`config.mk`:
```
export PLATFORM = sky130hd
export DESIGN_NAME = rvt_top
export DESIGN_NICKNAME = d
export VERILOG_FILES = /design/src/rtl/rvt_top.v /design/src/rtl/rvt_line_gate.v /design/src/rtl/rvt_anc_coder.v
export VERILOG_INCLUDE_DIRS = /design/src /design/src/pkg
export SDC_FILE = /design/constraint.sdc
export NUM_CORES = 1
export LEC_CHECK = 0
export BUFFER_PORTS_ARGS = -buffer_cell sky130_fd_sc_hd__buf_2
export CORE_UTILIZATION = 55
export CTS_BUF_LIST = sky130_fd_sc_hd__clkbuf_8
export DETAILED_ROUTE_END_ITERATION = 10
export HOLD_SLACK_MARGIN = 0.06
export PLACE_DENSITY_LB_ADDON = 0.15
export RECOVER_POWER = 50
export REMOVE_ABC_BUFFERS = 1
export SLEW_MARGIN = 20
export SYNTH_ARGS = -nofsm -noshare
export SYNTH_HDL_FRONTEND = slang
export SYNTH_SLANG_ARGS = --single-unit
```
`constraint.sdc`:
```
create_clock -name clk -period 7 [get_ports clk]
set_input_delay 0.35 -clock clk [delete_from_list [all_inputs] [get_ports clk]]
set_output_delay 0.35 -clock clk [all_outputs]
set_load 0.02 [all_outputs]
```
`src/pkg/rvt_map.vh`:
```
/*
 Constants for the raw VBI capture and encoder timing packet block.
 Assumes inclusion by bare name from files under rtl/.
*/
// How it works
// - Enabled raw lines put pixel-rate samples of their active period on outputs.
// - Raw lines follow the line mask; every-line mode skips equalization lines.
// - Raw capture per line lies between programmable start and stop counts.
// - Blanking level is subtracted from each raw sample before output.
// - Sliced ancillary data and raw samples coexist on one line.
// - NTSC first eligible lines 10 and 272; 1-9 and 264-271 blanked.
// - 625-line PAL first eligible 6 and 318; 623-5, 311-317 blanked.
// - PAL M first eligible 7 and 269; 523-6, 261-268 blanked.
// - Timing packet on upper lanes: 00 FF FF, ID, block one, count three.
// - Subcarrier increment sent as eight nibbles MSB first, sign flag first.
// - Second subcarrier word has zero field flags; line-lock words zero.
// - Bit above six data bits gives even parity over the seven.
// - Checksum is carry-free sum of low seven bits, ID to last payload.
// - One packet per line when enabled, finished before SAV.
// - Sign flag zero in NTSC; in PAL one when V positive.
`ifndef RVT_MAP_VH
`define RVT_MAP_VH

// Register byte offsets
`define RVT_OFS_CTRL     8'h00
`define RVT_OFS_START    8'h04
`define RVT_OFS_STOP     8'h08
`define RVT_OFS_MASK     8'h0c
`define RVT_OFS_BLANK    8'h10
`define RVT_OFS_FSC      8'h14
`define RVT_OFS_STATUS   8'h18

// Control fields
`define RVT_CTRL_RAW_EN  0
`define RVT_CTRL_EVERY   1
`define RVT_CTRL_PKT_EN  2
`define RVT_CTRL_STD_LO  3
`define RVT_CTRL_STD_HI  4
`define RVT_CTRL_W       5

// Reset values
`define RVT_RST_CTRL     5'h00
`define RVT_RST_START    11'h07a
`define RVT_RST_STOP     11'h34a
`define RVT_RST_MASK     19'h71ffe
`define RVT_RST_BLANK    8'h10
`define RVT_RST_FSC      32'h00000000

// Video standards
`define RVT_STD_NTSC     2'h0
`define RVT_STD_PAL      2'h1
`define RVT_STD_PALM     2'h2

// Line numbers per standard
`define RVT_NTSC_F1      10'h00a
`define RVT_NTSC_F2BLK   10'h108
`define RVT_NTSC_F2      10'h110
`define RVT_PAL_F1       10'h006
`define RVT_PAL_F2BLK    10'h137
`define RVT_PAL_F2       10'h13e
`define RVT_PAL_WRAP     10'h26f
`define RVT_PALM_F1      10'h007
`define RVT_PALM_F2BLK   10'h105
`define RVT_PALM_F2      10'h10d
`define RVT_PALM_WRAP    10'h20b
`define RVT_MASK_BITS    10'h013

// Packet words
`define RVT_PRE0         8'h00
`define RVT_PRE1         8'hff
`define RVT_DID          6'h35
`define RVT_DBN          6'h01
`define RVT_DCNT         6'h03
`define RVT_W_PRE2       5'h02
`define RVT_W_DID        5'h03
`define RVT_W_DBN        5'h04
`define RVT_W_DCNT       5'h05
`define RVT_W_FSC0       5'h0a
`define RVT_W_FSC1       5'h0b
`define RVT_W_CRC        5'h12
`define RVT_NIB          6'h04

`endif

```
`src/rtl/rvt_top.v`:
```
/*
 Raw VBI capture and encoder timing packet output with Wishbone registers.
 Assumes line timing, samples and pixel enable come from logic on clk,
 and that horizontal blanking holds at least 19 pixel enables after EAV.
*/
// Chosen here: the register offsets and register access over Wishbone.
`timescale 1ns/1ps
`include "rvt_map.vh"
module rvt_top (
  // Clock and reset
  input  wire        clk,
  input  wire        rst_n,
  // Wishbone slave
  input  wire        wb_cyc_i,
  input  wire        wb_stb_i,
  input  wire        wb_we_i,
  input  wire [7:0]  wb_adr_i,
  input  wire [3:0]  wb_sel_i,
  input  wire [31:0] wb_dat_i,
  output reg  [31:0] wb_dat_o,
  output reg         wb_ack_o,
  // Video timing
  input  wire        pixEn,
  input  wire [9:0]  lineNum,
  input  wire        lineBlank,
  input  wire [10:0] sampleCount,
  input  wire        eavDone,
  input  wire        savStart,
  input  wire        vPositive,
  // Video data
  input  wire [7:0]  videoSample,
  input  wire [7:0]  videoUpper,
  input  wire        slicedValid,
  input  wire [7:0]  slicedByte,
  // Pixel outputs
  output reg  [15:0] pixelOut,
  output reg         rawActive,
  output reg         ancActive
);
  // Reset release
  reg rstMeta_reg;
  reg rstSync_reg;
  wire rstSync_n;

  always @(posedge clk or negedge rst_n) begin
    if (!rst_n) begin
      rstMeta_reg <= 1'b0;
      rstSync_reg <= 1'b0;
    end else begin
      rstMeta_reg <= 1'b1;
      rstSync_reg <= rstMeta_reg;
    end
  end
  assign rstSync_n = rstSync_reg;

  // Byte-lane merge for writes
  function [31:0] laneMerge;
    input [31:0] old;
    input [31:0] nw;
    input [3:0]  sel;
    integer i;
    begin
      laneMerge = old;
      for (i = 0; i < 4; i = i + 1) begin
        if (sel[i]) begin
          laneMerge[i*8 +: 8] = nw[i*8 +: 8];
        end
      end
    end
  endfunction

  // Registers
  reg [4:0]  ctrl_reg;
  reg [10:0] start_reg;
  reg [10:0] stop_reg;
  reg [18:0] mask_reg;
  reg [7:0]  blank_reg;
  reg [31:0] fsc_reg;
  reg        pktBusy_reg;
  wire       wbReq;
  wire       wbWrite;
  wire [31:0] mergedCtrl;
  wire [31:0] mergedStart;
  wire [31:0] mergedStop;
  wire [31:0] mergedMask;
  wire [31:0] mergedBlank;
  wire [31:0] mergedFsc;
  reg  [31:0] readData;

  assign wbReq   = wb_cyc_i && wb_stb_i && !wb_ack_o;
  assign wbWrite = wbReq && wb_we_i;
  assign mergedCtrl  = laneMerge({27'h0, ctrl_reg}, wb_dat_i, wb_sel_i);
  assign mergedStart = laneMerge({21'h0, start_reg}, wb_dat_i, wb_sel_i);
  assign mergedStop  = laneMerge({21'h0, stop_reg}, wb_dat_i, wb_sel_i);
  assign mergedMask  = laneMerge({13'h0, mask_reg}, wb_dat_i, wb_sel_i);
  assign mergedBlank = laneMerge({24'h0, blank_reg}, wb_dat_i, wb_sel_i);
  assign mergedFsc   = laneMerge(fsc_reg, wb_dat_i, wb_sel_i);

  always @(posedge clk or negedge rst_n) begin
    if (!rst_n) begin
      ctrl_reg  <= `RVT_RST_CTRL;
      start_reg <= `RVT_RST_START;
      stop_reg  <= `RVT_RST_STOP;
      mask_reg  <= `RVT_RST_MASK;
      blank_reg <= `RVT_RST_BLANK;
      fsc_reg   <= `RVT_RST_FSC;
    end else if (!rstSync_n) begin
      ctrl_reg  <= `RVT_RST_CTRL;
      start_reg <= `RVT_RST_START;
      stop_reg  <= `RVT_RST_STOP;
      mask_reg  <= `RVT_RST_MASK;
      blank_reg <= `RVT_RST_BLANK;
      fsc_reg   <= `RVT_RST_FSC;
    end else if (wbWrite) begin
      case (wb_adr_i)
        `RVT_OFS_CTRL:  ctrl_reg  <= mergedCtrl[4:0];
        `RVT_OFS_START: start_reg <= mergedStart[10:0];
        `RVT_OFS_STOP:  stop_reg  <= mergedStop[10:0];
        `RVT_OFS_MASK:  mask_reg  <= mergedMask[18:0];
        `RVT_OFS_BLANK: blank_reg <= mergedBlank[7:0];
        `RVT_OFS_FSC:   fsc_reg   <= mergedFsc;
        default: ;
      endcase
    end
  end

  always @* begin
    case (wb_adr_i)
      `RVT_OFS_CTRL:   readData = {27'h0, ctrl_reg};
      `RVT_OFS_START:  readData = {21'h0, start_reg};
      `RVT_OFS_STOP:   readData = {21'h0, stop_reg};
      `RVT_OFS_MASK:   readData = {13'h0, mask_reg};
      `RVT_OFS_BLANK:  readData = {24'h0, blank_reg};
      `RVT_OFS_FSC:    readData = fsc_reg;
      `RVT_OFS_STATUS: readData = {6'h0, lineNum, 14'h0,
                                   pktBusy_reg, rawActive};
      default:         readData = 32'h00000000;
    endcase
  end

  always @(posedge clk or negedge rst_n) begin
    if (!rst_n) begin
      wb_ack_o <= 1'b0;
      wb_dat_o <= 32'h00000000;
    end else if (!rstSync_n) begin
      wb_ack_o <= 1'b0;
      wb_dat_o <= 32'h00000000;
    end else begin
      wb_ack_o <= wbReq;
      if (wbReq && !wb_we_i) begin
        wb_dat_o <= readData;
      end
    end
  end

  // Raw capture path
  wire [1:0] std;
  wire       lineOk;
  wire       rawNow;
  wire [7:0] rawValue;

  assign std = ctrl_reg[`RVT_CTRL_STD_HI:`RVT_CTRL_STD_LO];

  rvt_line_gate uGate (
    .std       (std),
    .everyLine (ctrl_reg[`RVT_CTRL_EVERY]),
    .lineMask  (mask_reg),
    .lineNum   (lineNum),
    .lineBlank (lineBlank),
    .eligible  (lineOk)
  );

  assign rawNow = ctrl_reg[`RVT_CTRL_RAW_EN] && lineOk &&
                  sampleCount >= start_reg &&
                  sampleCount <= stop_reg;
  // Below blanking clips to zero
  assign rawValue = (videoSample > blank_reg) ?
                    videoSample - blank_reg : 8'h00;

  // Timing packet sequencer
  reg [4:0]  wordIdx_reg;
  reg [6:0]  sum_reg;
  reg [31:0] fscSh_reg;
  reg        psw_reg;
  reg        isPre;
  reg [7:0]  preByte;
  reg        isCrc;
  reg [5:0]  data6;
  wire [7:0] ancWord;
  wire       inPayload;
  wire       inFsc;

  assign inPayload = wordIdx_reg >= `RVT_W_DID && wordIdx_reg < `RVT_W_CRC;
  assign inFsc = wordIdx_reg >= `RVT_W_FSC0 && wordIdx_reg < `RVT_W_CRC;

  always @* begin
    isPre   = 1'b0;
    preByte = `RVT_PRE0;
    isCrc   = 1'b0;
    data6   = 6'h00;
    if (wordIdx_reg < `RVT_W_DID) begin
      isPre   = 1'b1;
      preByte = (wordIdx_reg == 5'h00) ? `RVT_PRE0 : `RVT_PRE1;
    end else if (wordIdx_reg == `RVT_W_DID) begin
      data6 = `RVT_DID;
    end else if (wordIdx_reg == `RVT_W_DBN) begin
      data6 = `RVT_DBN;
    end else if (wordIdx_reg == `RVT_W_DCNT) begin
      data6 = `RVT_DCNT;
    end else if (wordIdx_reg == `RVT_W_FSC0) begin
      data6 = {psw_reg, 1'b0, fscSh_reg[31:28]};
    end else if (inFsc) begin
      data6 = {2'b00, fscSh_reg[31:28]};
    end else if (wordIdx_reg == `RVT_W_CRC) begin
      isCrc = 1'b1;
    end
  end

  rvt_anc_coder uCoder (
    .isPre   (isPre),
    .preByte (preByte),
    .isCrc   (isCrc),
    .data6   (data6),
    .sum     (sum_reg),
    .word    (ancWord)
  );

  always @(posedge clk or negedge rst_n) begin
    if (!rst_n) begin
      pktBusy_reg <= 1'b0;
      wordIdx_reg <= 5'h00;
      sum_reg     <= 7'h00;
      fscSh_reg   <= 32'h00000000;
      psw_reg     <= 1'b0;
    end else if (!rstSync_n) begin
      pktBusy_reg <= 1'b0;
      wordIdx_reg <= 5'h00;
      sum_reg     <= 7'h00;
      fscSh_reg   <= 32'h00000000;
      psw_reg     <= 1'b0;
    end else if (savStart) begin
      pktBusy_reg <= 1'b0;
    end else if (!pktBusy_reg) begin
      if (eavDone && ctrl_reg[`RVT_CTRL_PKT_EN]) begin
        pktBusy_reg <= 1'b1;
        wordIdx_reg <= 5'h00;
        sum_reg     <= 7'h00;
        fscSh_reg   <= fsc_reg;
        psw_reg     <= (std == `RVT_STD_NTSC) ? 1'b0 : vPositive;
      end
    end else if (pixEn) begin
      if (inPayload) begin
        sum_reg <= sum_reg + ancWord[6:0];
      end
      if (inFsc) begin
        fscSh_reg <= fscSh_reg << `RVT_NIB;
      end
      if (wordIdx_reg == `RVT_W_CRC) begin
        pktBusy_reg <= 1'b0;
      end else begin
        wordIdx_reg <= wordIdx_reg + 5'h01;
      end
    end
  end

  // Output lanes: packet, sliced data or videoUpper high; raw samples or videoSample low
  always @(posedge clk or negedge rst_n) begin
    if (!rst_n) begin
      pixelOut  <= 16'h0000;
      rawActive <= 1'b0;
      ancActive <= 1'b0;
    end else if (!rstSync_n) begin
      pixelOut  <= 16'h0000;
      rawActive <= 1'b0;
      ancActive <= 1'b0;
    end else if (pixEn) begin
      ancActive <= pktBusy_reg && !savStart;
      if (pktBusy_reg && !savStart) begin
        pixelOut[15:8] <= ancWord;
      end else if (slicedValid) begin
        pixelOut[15:8] <= slicedByte;
      end else begin
        pixelOut[15:8] <= videoUpper;
      end
      rawActive <= rawNow;
      pixelOut[7:0] <= rawNow ? rawValue : videoSample;
    end
  end
endmodule

```
`src/rtl/rvt_line_gate.v`:
```
/*
 Decides whether the current scan line may carry raw VBI samples.
 Assumes a 1-based frame line number and a blanked-line flag from timing.
*/
`timescale 1ns/1ps
`include "rvt_map.vh"
module rvt_line_gate (
  // Setup
  input  wire [1:0]  std,
  input  wire        everyLine,
  input  wire [18:0] lineMask,
  // Line timing
  input  wire [9:0]  lineNum,
  input  wire        lineBlank,
  // Result
  output reg         eligible
);
  reg [9:0] f1First;
  reg [9:0] f2Blank;
  reg [9:0] f2First;
  reg [9:0] wrapLine;
  reg       wrapEn;
  reg       forced;
  reg [9:0] idx;
  reg       inMask;

  always @* begin
    f1First  = `RVT_NTSC_F1;
    f2Blank  = `RVT_NTSC_F2BLK;
    f2First  = `RVT_NTSC_F2;
    wrapLine = `RVT_PAL_WRAP;
    wrapEn   = 1'b0;
    case (std)
      `RVT_STD_NTSC: begin
        f1First = `RVT_NTSC_F1;
      end
      `RVT_STD_PALM: begin
        f1First  = `RVT_PALM_F1;
        f2Blank  = `RVT_PALM_F2BLK;
        f2First  = `RVT_PALM_F2;
        wrapLine = `RVT_PALM_WRAP;
        wrapEn   = 1'b1;
      end
      default: begin
        f1First  = `RVT_PAL_F1;
        f2Blank  = `RVT_PAL_F2BLK;
        f2First  = `RVT_PAL_F2;
        wrapLine = `RVT_PAL_WRAP;
        wrapEn   = 1'b1;
      end
    endcase
    // Equalization and serration lines never carry data
    forced = (lineNum < f1First) ||
             (lineNum >= f2Blank && lineNum < f2First) ||
             (wrapEn && lineNum >= wrapLine);
    idx = (lineNum >= f2First) ? lineNum - f2First : lineNum - f1First;
    inMask = (idx < `RVT_MASK_BITS) && lineMask[idx[4:0]];
    eligible = !forced && (everyLine || (lineBlank && inMask));
  end
endmodule

```
`src/rtl/rvt_anc_coder.v`:
```
/*
 Codes one ancillary byte: preamble passthrough, parity word or checksum.
 Assumes the caller accumulates the checksum over the coded words.
*/
`timescale 1ns/1ps
module rvt_anc_coder (
  // Word selection
  input  wire       isPre,
  input  wire [7:0] preByte,
  input  wire       isCrc,
  input  wire [5:0] data6,
  input  wire [6:0] sum,
  // Coded byte
  output wire [7:0] word
);
  wire parity;

  assign parity = ^data6;
  assign word = isPre ? preByte :
                isCrc ? {~sum[6], sum} :
                {~parity, parity, data6};
endmodule

```
==> run_results.csv, run 1 <==
group,metric,value,unit
final_layout,final_cell_mix,"157 x dfrtp_1, 122 x nand2_1, 98 x buf_2",
detailed_routing,finalWirelength,30400,um
global_routing,grt_usage,30.9,%
outcome,violations,"max-capacitance violations, max-slew violations",
sta,rsz0062_at_grt,"false",
clock_tree,htreeDepth,4,
yosys,syn_inst,1149,
floorplan,rows,51,
critical_path,crit_path_frequent_cell,"clkbuf_1",
power,combPwrFrac,18.8,%
global_routing,antenna_found_initial,0,
final_layout,syn2layout_area_growth,11.7,%
yosys,yosysWarningCount,0,
final_layout,nets,1420,
yosys,avgSynthCellArea,9.57,um^2
placed_design,gp_congestion,0.907,
critical_path,slowest_delay,2.32,ns
floorplan,die_h,143,um
yosys,synth_edf_count,0,
floorplan,die_area,20600,um^2
sta,finalCriticalPeriod,5.38,ns
detailed_routing,first_iter_violations,809,
min_path,hp-class,"in -> reg",
clock_tree,cts_tree,"yes",
detailed_routing,vias,9286,
floorplan,core-area,19500,um^2
placed_design,port_buffers,150,
floorplan,start_util,56.3,%
power,power.total,2400,uW
critical_path,crit_type,"reg -> reg",
sta,skew,0.0209,ns
power,clockPowerShare,32.2,%
yosys,synth.distinct_cells,89,
sta,relSlewSlack,-147,%
global_routing,grt_pass1_wl,48300,um
global_routing,grt_pass1_vias,8981,
sta,finalCritPeriodShare,76.9,%
outcome,status,"complete, but fails checks",
yosys,yosysSeqAreaShare,42.4,%
yosys,synth_seq_cells,185,
floorplan,ios,151,
critical_path,crit_fanout,66,
clock_tree,numCtsBuffers,17,
clock_tree,clock-sinks,185,
power,p_per_area,195,nW/um^2
global_routing,overflow,0,
final_layout,mostFrequentLayoutCell,"dfrtp_1",
sta,slew_viol_final,193,
detailed_routing,dr.pass1.iters,5,
clock_tree,cts_resized,0,
sta,max_slew.worst_pin.slew,3.70,ns
critical_path,crit_path_cell_trace,"clkbuf_1 -> clkinv_1 -> clkbuf_1 -> nor2_1 -> a22o_1 -> a21o_1",
clock_tree,clk_latency,0.48,ns
sta,hold_viol_final,0,
critical_path,endpoint_kind,"flop",
placed_design,hpwl,22300,um
yosys,synth_async_sr_flop_share,100,%
clock_tree,clockBufferDepth,2,
critical_path,cp_data_required_time,7.38,ns
final_layout,layout-drive-gt1-share,17.4,%
power,p_seq_share,48.9,%
sta,setup_tns,0,ns
power,switching_share,31.4,%
clock_tree,cts_setup_buffers,0,
run,cap_violations,3,
sta,max_clock_freq,186,MHz
yosys,synthesis.area,11000,um^2
final_layout,fillers,1724,
clock_tree,ctsRootBufferMaster,"clkbuf_8",
detailed_routing,drc,0,
clock_tree,cts.hold.buffers_added,1,
global_routing,grt_max_degree,116,
power,p_sw,755,uW
power,peakVddDrop,157,uV
yosys,synthFlopType,"dfrtp_1",
power,p_int,1650,uW
clock_tree,clkSlewWorstSetupHoldPaths,0.11,ns
critical_path,critical_path_arrival,5.76,ns
power,leakagePower,0.00547,uW
final_layout,n_antenna_cell,0,
sta,setup_violations,0,
detailed_routing,vias_per_cell,6.01,
detailed_routing,wl_per_cell,19.7,um
critical_path,start_kind,"flop",
detailed_routing,postRouteAntennaNets,0,
floorplan,die-width,143,um
critical_path,worst_path_max_delay_cell,"clkbuf_1",
synthesized netlist by cell type (28+ instances only):
cell,n,area (um^2)
a21oi_1,51,255
a22oi_1,28,210
clkbuf_1,49,184
dfrtp_1,159,3980
ha_1,51,638
inv_1,64,240
mux2i_1,72,721
nand2_1,122,458
nor2_1,91,342
o21ai_0,63,315
o31ai_1,43,323
cell families (layout without fill, tap and decap cells):
family | after synthesis | count (layout) | share of synthesized area, %
AND/OR/NAND/NOR | 338 | 338 | 14.6
AO/OA/AOI/OAI | 316 | 316 | 20.1
flip-flops | 185 | 185 | 42.4
buffers and inverters | 131 | 261 | 4.79
multiplexers | 101 | 101 | 9.76
adder cells (fa/ha/maj) | 56 | 56 | 6.53
XOR/XNOR | 21 | 21 | 1.80
other | 1 | 1 | 0.0341
power by group through the flow:
| stage | Sequential (uW) | Clock, uW | Combinational [uW] |
|---|---|---|---|
| after floorplan | 1180 | 0 | 281 |
| after global placement | 1190 | 0 | 445 |
| after detailed placement | 1190 | 0 | 450 |
| after CTS | 1170 | 785 | 453 |
| after global routing | 1180 | 827 | 500 |
| final | 1170 | 773 | 452 |
worst paths after layout:
check                                           start                 endpoint  slack, ns  cells past startpoint
worst max-delay path              rstSync_n$_DFF_PN0_  pixelOut[1]$_DFFE_PN0P_       1.62                      6
min in group asynchronous                       rst_n   sum_reg[1]$_DFFE_PN0P_       0.56                      2
worst max register to register    rstSync_n$_DFF_PN0_  pixelOut[1]$_DFFE_PN0P_       1.62                      6
worst min register to register  rstMeta_reg$_DFF_PN0_      rstSync_n$_DFF_PN0_       0.36                      0
max in group asynchronous                       rst_n      rstSync_n$_DFF_PN0_       2.17                      3
worst min-delay path                         savStart    pktBusy_reg$_DFF_PN0_       0.09                      2
per-layer routing:
layer / GRT usage (%) / part of all wire (%)
met1: 42.1 / 45
met2: 50.1 / 47
met3: 5.10 / 5.9
met4: 10.6 / 2.6
met5: 0 / 0
area by class of cell:
class	instances	area (um^2)	share of cell area [%]
Clock buffer	18	248	2.02
Clock inverter	14	180	1.47
Inverter	65	244	1.99
Multi-Input combinational cell	833	5830	47.5
Sequential cell	185	4660	38.0
Tap cell	265	332	2.70
Timing Repair Buffer	164	785	6.39
per-stage QoR:
stage | instances | instance area, um^2 | worst slack, ns | util [%] | hold WS [ns]
after floorplan | 1083 | 10700 | 2.23 | - | 0.0544
after global placement | 1510 | 11900 | 2.20 | 61.0 | 0.337
after detailed placement | 1510 | 11900 | 2.02 | 61.0 | 0.335
after CTS | 1543 | 12400 | 2.00 | 63.3 | 0.0712
after global routing | 1544 | 12300 | 1.21 | 62.9 | 0.0878
final | 1544 | 12300 | 1.62 | 62.9 | 0.0931
worst max-delay path, delay by kind of cell, from the launching register on:
family                 cells  cell delay, ns
buffers and inverters      3            3.60
AND/OR/NAND/NOR            1            0.67
AO/OA/AOI/OAI              2            0.57
flip-flops                 1            0.40
(Power assumes the default switching activity.)
==> inputs of run 2 (changes only) <==
==> constraint.sdc (replaced) <==
create_clock -name clk -period 5.5 [get_ports clk]
set_input_delay 0.275 -clock clk [delete_from_list [all_inputs] [get_ports clk]]
set_output_delay 0.275 -clock clk [all_outputs]
set_load 0.02 [all_outputs]
==> run_results.csv, run 2 (same netlist as run 1, synthesis figures left out) <==
group,metric,value,unit
outcome,status,"complete, but fails checks",
outcome,violations,"max-capacitance violations, max-slew violations",
power,peakVddDrop,163,uV
global_routing,grt_busiest_layer,"met2",
global_routing,grt_max_degree,67,
critical_path,crit_type,"reg -> reg",
global_routing,grt_usage,30.4,%
detailed_routing,finalWirelength,30400,um
final_layout,mostFrequentLayoutCell,"dfrtp_1",
placed_design,placed_area,11900,um^2
clock_tree,cts_tree,"yes",
detailed_routing,vias,9386,
critical_path,crit_path_cell_trace,"nor2b_1 -> ha_1 -> inv_1 -> fa_1 -> or4b_4 -> nand4_2 -> a211oi_4 -> buf_4 -> a21oi_1 -> a21oi_1 -> xnor2_1 -> a2111oi_4 -> a21oi_2 -> nor4_2 -> a221o_1",
final_layout,syn2layout_area_growth,14.5,%
global_routing,overflow,0,
critical_path,path_buf_inv,2,
critical_path,crit_path_frequent_cell,"a21oi_1",
global_routing,use_met3,4.50,%
detailed_routing,wl_per_cell,19.3,um
floorplan,ios,151,
sta,relSlewSlack,-123,%
global_routing,grt_pass1_wl,47600,um
critical_path,endpoint_kind,"flop",
detailed_routing,dr.pass1.iters,8,
critical_path,worst_path_max_delay_cell,"a211oi_4",
sta,max_slew.worst_pin.slew,3.35,ns
critical_path,path_depth,15,
clock_tree,clockBufferDepth,2,
critical_path,start_kind,"flop",
global_routing,use_met2,49.8,%
sta,skew,0.0167,ns
sta,rsz0062_at_grt,"false",
critical_path,r2r_cells,15,
sta,finalCriticalPeriod,4.78,ns
detailed_routing,postRouteAntennaNets,0,
clock_tree,numCtsBuffers,17,
min_path,hp-class,"in -> reg",
final_layout,fin_area,12600,um^2
detailed_routing,drc,0,
clock_tree,clkSlewWorstSetupHoldPaths,0.11,ns
critical_path,critical_path_arrival,5.20,ns
clock_tree,htreeDepth,4,
clock_tree,cts.hold.buffers_added,28,
sta,setup_tns,0,ns
final_layout,layout-drive-gt1-share,17.5,%
global_routing,antenna_found_initial,0,
final_layout,n_antenna_cell,0,
floorplan,die-width,143,um
clock_tree,cts_resized,0,
floorplan,die_area,20600,um^2
clock_tree,cts_setup_buffers,0,
critical_path,crit_fanout,16,
detailed_routing,vias_per_cell,5.96,
critical_path,cpLargestDelayFamily,"compound AO/OA/AOI/OAI gates",
placed_design,hpwl,22300,um
power,leakagePower,0.00562,uW
sta,finalCritPeriodShare,86.9,%
global_routing,grt_pass1_vias,8907,
placed_design,port_buffers,150,
critical_path,cp_data_required_time,5.92,ns
floorplan,core-area,19500,um^2
final_layout,postLayoutCoreUtil,64.5,%
power,p_per_area,246,nW/um^2
placed_design,gp_congestion,0.893,
sta,hold_viol_final,0,
clock_tree,ctsRootBufferMaster,"clkbuf_8",
floorplan,rows,51,
clock_tree,clock-sinks,185,
placed_design,dp_cells,1515,
floorplan,start_util,56.3,%
detailed_routing,first_iter_violations,734,
sta,max_clock_freq,209,MHz
final_layout,final_cell_mix,"158 x dfrtp_1, 122 x nand2_1, 98 x buf_2",
min_path,worstHoldPathCells,3,
global_routing,use_met1,41.0,%
clock_tree,clk_latency,0.48,ns
floorplan,die_h,143,um
sta,setup_violations,0,
sta,slew_viol_final,257,
final_layout,nets,1451,
run,cap_violations,4,
final_layout,instances_no_fill,1575,
critical_path,slowest_delay,0.71,ns
[run 2: changes by cell type in the layout (fill, tap and decap cells not counted), sizes merged]
cell | before | now
inv | 71 | 73
dlygate4sd3 | 1 | 28
clkbuf | 76 | 72
clkinv | 4 | 2
buf | 105 | 112
bufinv | 2 | 3
[run 2: final cells by class]
class | instances | area (um^2)
tap | 265 | 332
clock inverter | 15 | 205
timing repair buffer | 195 | 1080
multi-input combinational | 833 | 5830
fill | 1652 | 6940
clock buffer | 17 | 234
inverter | 65 | 244
sequential | 185 | 4660
[run 2: metrics by stage]
| step | total power [uW] | setup slack [ns] | hold WS (ns) |
|---|---|---|---|
| floorplan | 1860 | 0.735 | -0.0206 |
| global placement | 2080 | 0.909 | 0.290 |
| detailed placement | 2090 | 0.718 | 0.289 |
| CTS | 3110 | 0.714 | 0.0610 |
| global route | 3230 | 0.344 | 0.0651 |
| finish | 3100 | 0.720 | 0.0768 |
[run 2: final timing paths]
kind	start	to	slack [ns]
setup / recovery	ctrl_reg[4]$_DFFE_PN0P_	pixelOut[6]$_DFFE_PN0P_	0.72
hold / removal	wb_dat_i[13]	fsc_reg[13]$_DFFE_PN0P_	0.08
setup reg to reg	ctrl_reg[4]$_DFFE_PN0P_	pixelOut[6]$_DFFE_PN0P_	0.72
hold reg to reg	rstMeta_reg$_DFF_PN0_	rstSync_n$_DFF_PN0_	0.36
max in group asynchronous	rst_n	wb_dat_o[14]$_DFFE_PN0P_	1.14
min in group asynchronous	rst_n	sum_reg[2]$_DFFE_PN0P_	1.46
[run 2: worst min-delay path, delay by kind of cell]
kind,cells,cell delay [ns]
buf+inv,1,0.12
simple gates,2,0.12
[run 2: power by group]
part           internal [uW]  switching [uW]  leakage (uW)
Clock                    469             551      0.000215
Sequential              1430            60.5       0.00242
Combinational            237             351       0.00298
Total                   2140             963       0.00562
[run 2: routing by layer]
layer / up-vias / share of wire (%)
met5: - / 0
met4: 0 / 2.1
met3: 45 / 5.7
met2: 307 / 48
met1: 4566 / 44
li1: 4468 / -
==> inputs of run 3 (changes only) <==
==> constraint.sdc (replaced) <==
create_clock -name clk -period 5.95 [get_ports clk]
set_input_delay 0.2975 -clock clk [delete_from_list [all_inputs] [get_ports clk]]
set_output_delay 0.2975 -clock clk [all_outputs]
set_load 0.02 [all_outputs]
==> run_results.csv, run 3 (same netlist as run 1, synthesis figures left out) <==
group,metric,value,unit
power,peakVddDrop,144,uV
critical_path,critical_path_arrival,5.17,ns
clock_tree,clockBufferDepth,2,
final_layout,layout-drive-gt1-share,17.4,%
detailed_routing,vias_per_cell,6.00,
detailed_routing,wl_met3,1880,um
min_path,worstHoldPathCells,3,
placed_design,gp_congestion,0.890,
floorplan,die_area,20600,um^2
global_routing,grt_max_degree,106,
sta,whs,0.0849,ns
critical_path,path_depth,15,
floorplan,core-area,19500,um^2
run,cap_violations,1,
clock_tree,htreeDepth,4,
clock_tree,clock-sinks,185,
min_path,hp-start,"wb_dat_i[9]",
sta,slew_viol_final,67,
global_routing,grt_usage,30.7,%
critical_path,crit_type,"reg -> reg",
power,clockPowerShare,30.3,%
placed_design,port_buffers,150,
power,p_sw,879,uW
clock_tree,ctsRootBufferMaster,"clkbuf_8",
detailed_routing,dr.pass1.iters,6,
critical_path,reg2reg_from,"ctrl_reg[4]$_DFFE_PN0P_",
detailed_routing,drc,0,
power,p_per_area,221,nW/um^2
clock_tree,clkSlewWorstSetupHoldPaths,0.10,ns
critical_path,slowest_delay,0.54,ns
sta,setup_violations,0,
critical_path,crit_start,"ctrl_reg[4]$_DFFE_PN0P_",
sta,max_clock_freq,209,MHz
critical_path,path_buf_inv,2,
global_routing,grt_pass1_wl,48000,um
power,combPwrFrac,19.7,%
clock_tree,cts_resized,0,
placed_design,hpwl,22300,um
clock_tree,cts_tree,"yes",
global_routing,grt_pass1_vias,8906,
detailed_routing,met1Wirelength,13500,um
sta,finalCriticalPeriod,4.79,ns
sta,skew,0.0199,ns
final_layout,n_antenna_cell,0,
power,switching_share,31.8,%
final_layout,final_cell_mix,"158 x dfrtp_1, 122 x nand2_1, 98 x buf_2",
detailed_routing,finalWirelength,30700,um
detailed_routing,postRouteAntennaNets,0,
floorplan,ios,151,
detailed_routing,first_iter_violations,678,
floorplan,die_h,143,um
critical_path,worst_path_max_delay_cell,"dfrtp_1",
clock_tree,clk_latency,0.48,ns
clock_tree,numCtsBuffers,17,
power,p_seq_share,50.0,%
final_layout,nets,1445,
sta,relSlewSlack,-117,%
critical_path,cpLargestDelayFamily,"compound AO/OA/AOI/OAI gates",
critical_path,r2r_cells,15,
sta,rsz0062_at_grt,"false",
sta,setup_tns,0,ns
power,p_int,1880,uW
detailed_routing,wl_per_cell,19.5,um
sta,hold_viol_final,0,
min_path,hp-class,"in -> reg",
critical_path,cp_data_required_time,6.32,ns
sta,finalCritPeriodShare,80.6,%
power,leakagePower,0.00558,uW
outcome,status,"complete, but fails checks",
critical_path,crit_fanout,19,
critical_path,start_kind,"flop",
global_routing,overflow,0,
sta,max_slew.worst_pin.slew,3.25,ns
floorplan,start_util,56.3,%
detailed_routing,vias,9408,
floorplan,rows,51,
floorplan,die-width,143,um
detailed_routing,route.met2.wl,14700,um
global_routing,antenna_found_initial,0,
final_layout,syn2layout_area_growth,13.7,%
critical_path,crit_path_cell_trace,"nor2b_1 -> ha_1 -> inv_1 -> fa_1 -> or4b_4 -> nand4_2 -> a211oi_4 -> buf_4 -> mux2_4 -> and3_1 -> o211ai_1 -> a41oi_2 -> a21oi_2 -> nor3_1 -> a221o_1",
final_layout,mostFrequentLayoutCell,"dfrtp_1",
outcome,violations,"max-capacitance violations, max-slew violations",
critical_path,endpoint_kind,"flop",
detailed_routing,highest_layer,"met4",
-- run 3: per-stage QoR --
stage / worst slack (ns) / power [uW] / cells / util, % / cell area, um^2
2_1_floorplan: 1.18 / 1720 / 1083 / - / 10700
3_3_place_gp: 1.38 / 1920 / 1513 / 61.1 / 11900
3_5_place_dp: 1.21 / 1930 / 1513 / 61.1 / 11900
4_1_cts: 1.20 / 2780 / 1568 / 64.3 / 12500
5_1_grt: 0.865 / 2880 / 1569 / 64.1 / 12500
6_report: 1.16 / 2760 / 1569 / 64.1 / 12500
-- run 3: power by group through the flow --
stage | combinational [uW] | clock, uW | sequential, uW
3_5_place_dp | 527 | 0 | 1400
6_report | 544 | 836 | 1380
4_1_cts | 541 | 854 | 1380
3_3_place_gp | 523 | 0 | 1400
2_1_floorplan | 330 | 0 | 1390
5_1_grt | 601 | 893 | 1390
-- run 3: worst paths after layout --
check | to | slack (ns)
worst min-delay path | start_reg[9]$_DFFE_PN0P_ | 0.08
worst min register to register | rstSync_n$_DFF_PN0_ | 0.36
worst max-delay path | pixelOut[0]$_DFFE_PN0P_ | 1.16
min in group asynchronous | sum_reg[2]$_DFFE_PN0P_ | 0.46
max in group asynchronous | mask_reg[16]$_DFFE_PN1P_ | 3.54
worst max register to register | pixelOut[0]$_DFFE_PN0P_ | 1.16
-- run 3: final cells by class --
cell class	count	area [um^2]
Timing Repair Buffer	189	1060
Clock buffer	17	234
Fill cell	1684	7020
Tap cell	265	332
Multi-Input combinational cell	833	5830
Sequential cell	185	4660
Inverter	65	244
Clock inverter	15	144
-- run 3: worst min-delay path: cells and delay by family --
kind,cells,cell delay [ns]
buffers and inverters,1,0.09
AND/OR/NAND/NOR,1,0.08
multiplexers,1,0.06
-- run 3: per-layer routing --
layer / vias up / global-route usage, %
li1: 4439 / -
met1: 4563 / 42.0
met2: 368 / 50.3
met3: 38 / 4.53
met4: 0 / 9.57
met5: - / 0
-- run 3: what timing repair did --
action	in CTS	in global routing
buffers inserted	0	0
hold buffers	23	0
endpoints found under the hold margin	107	0
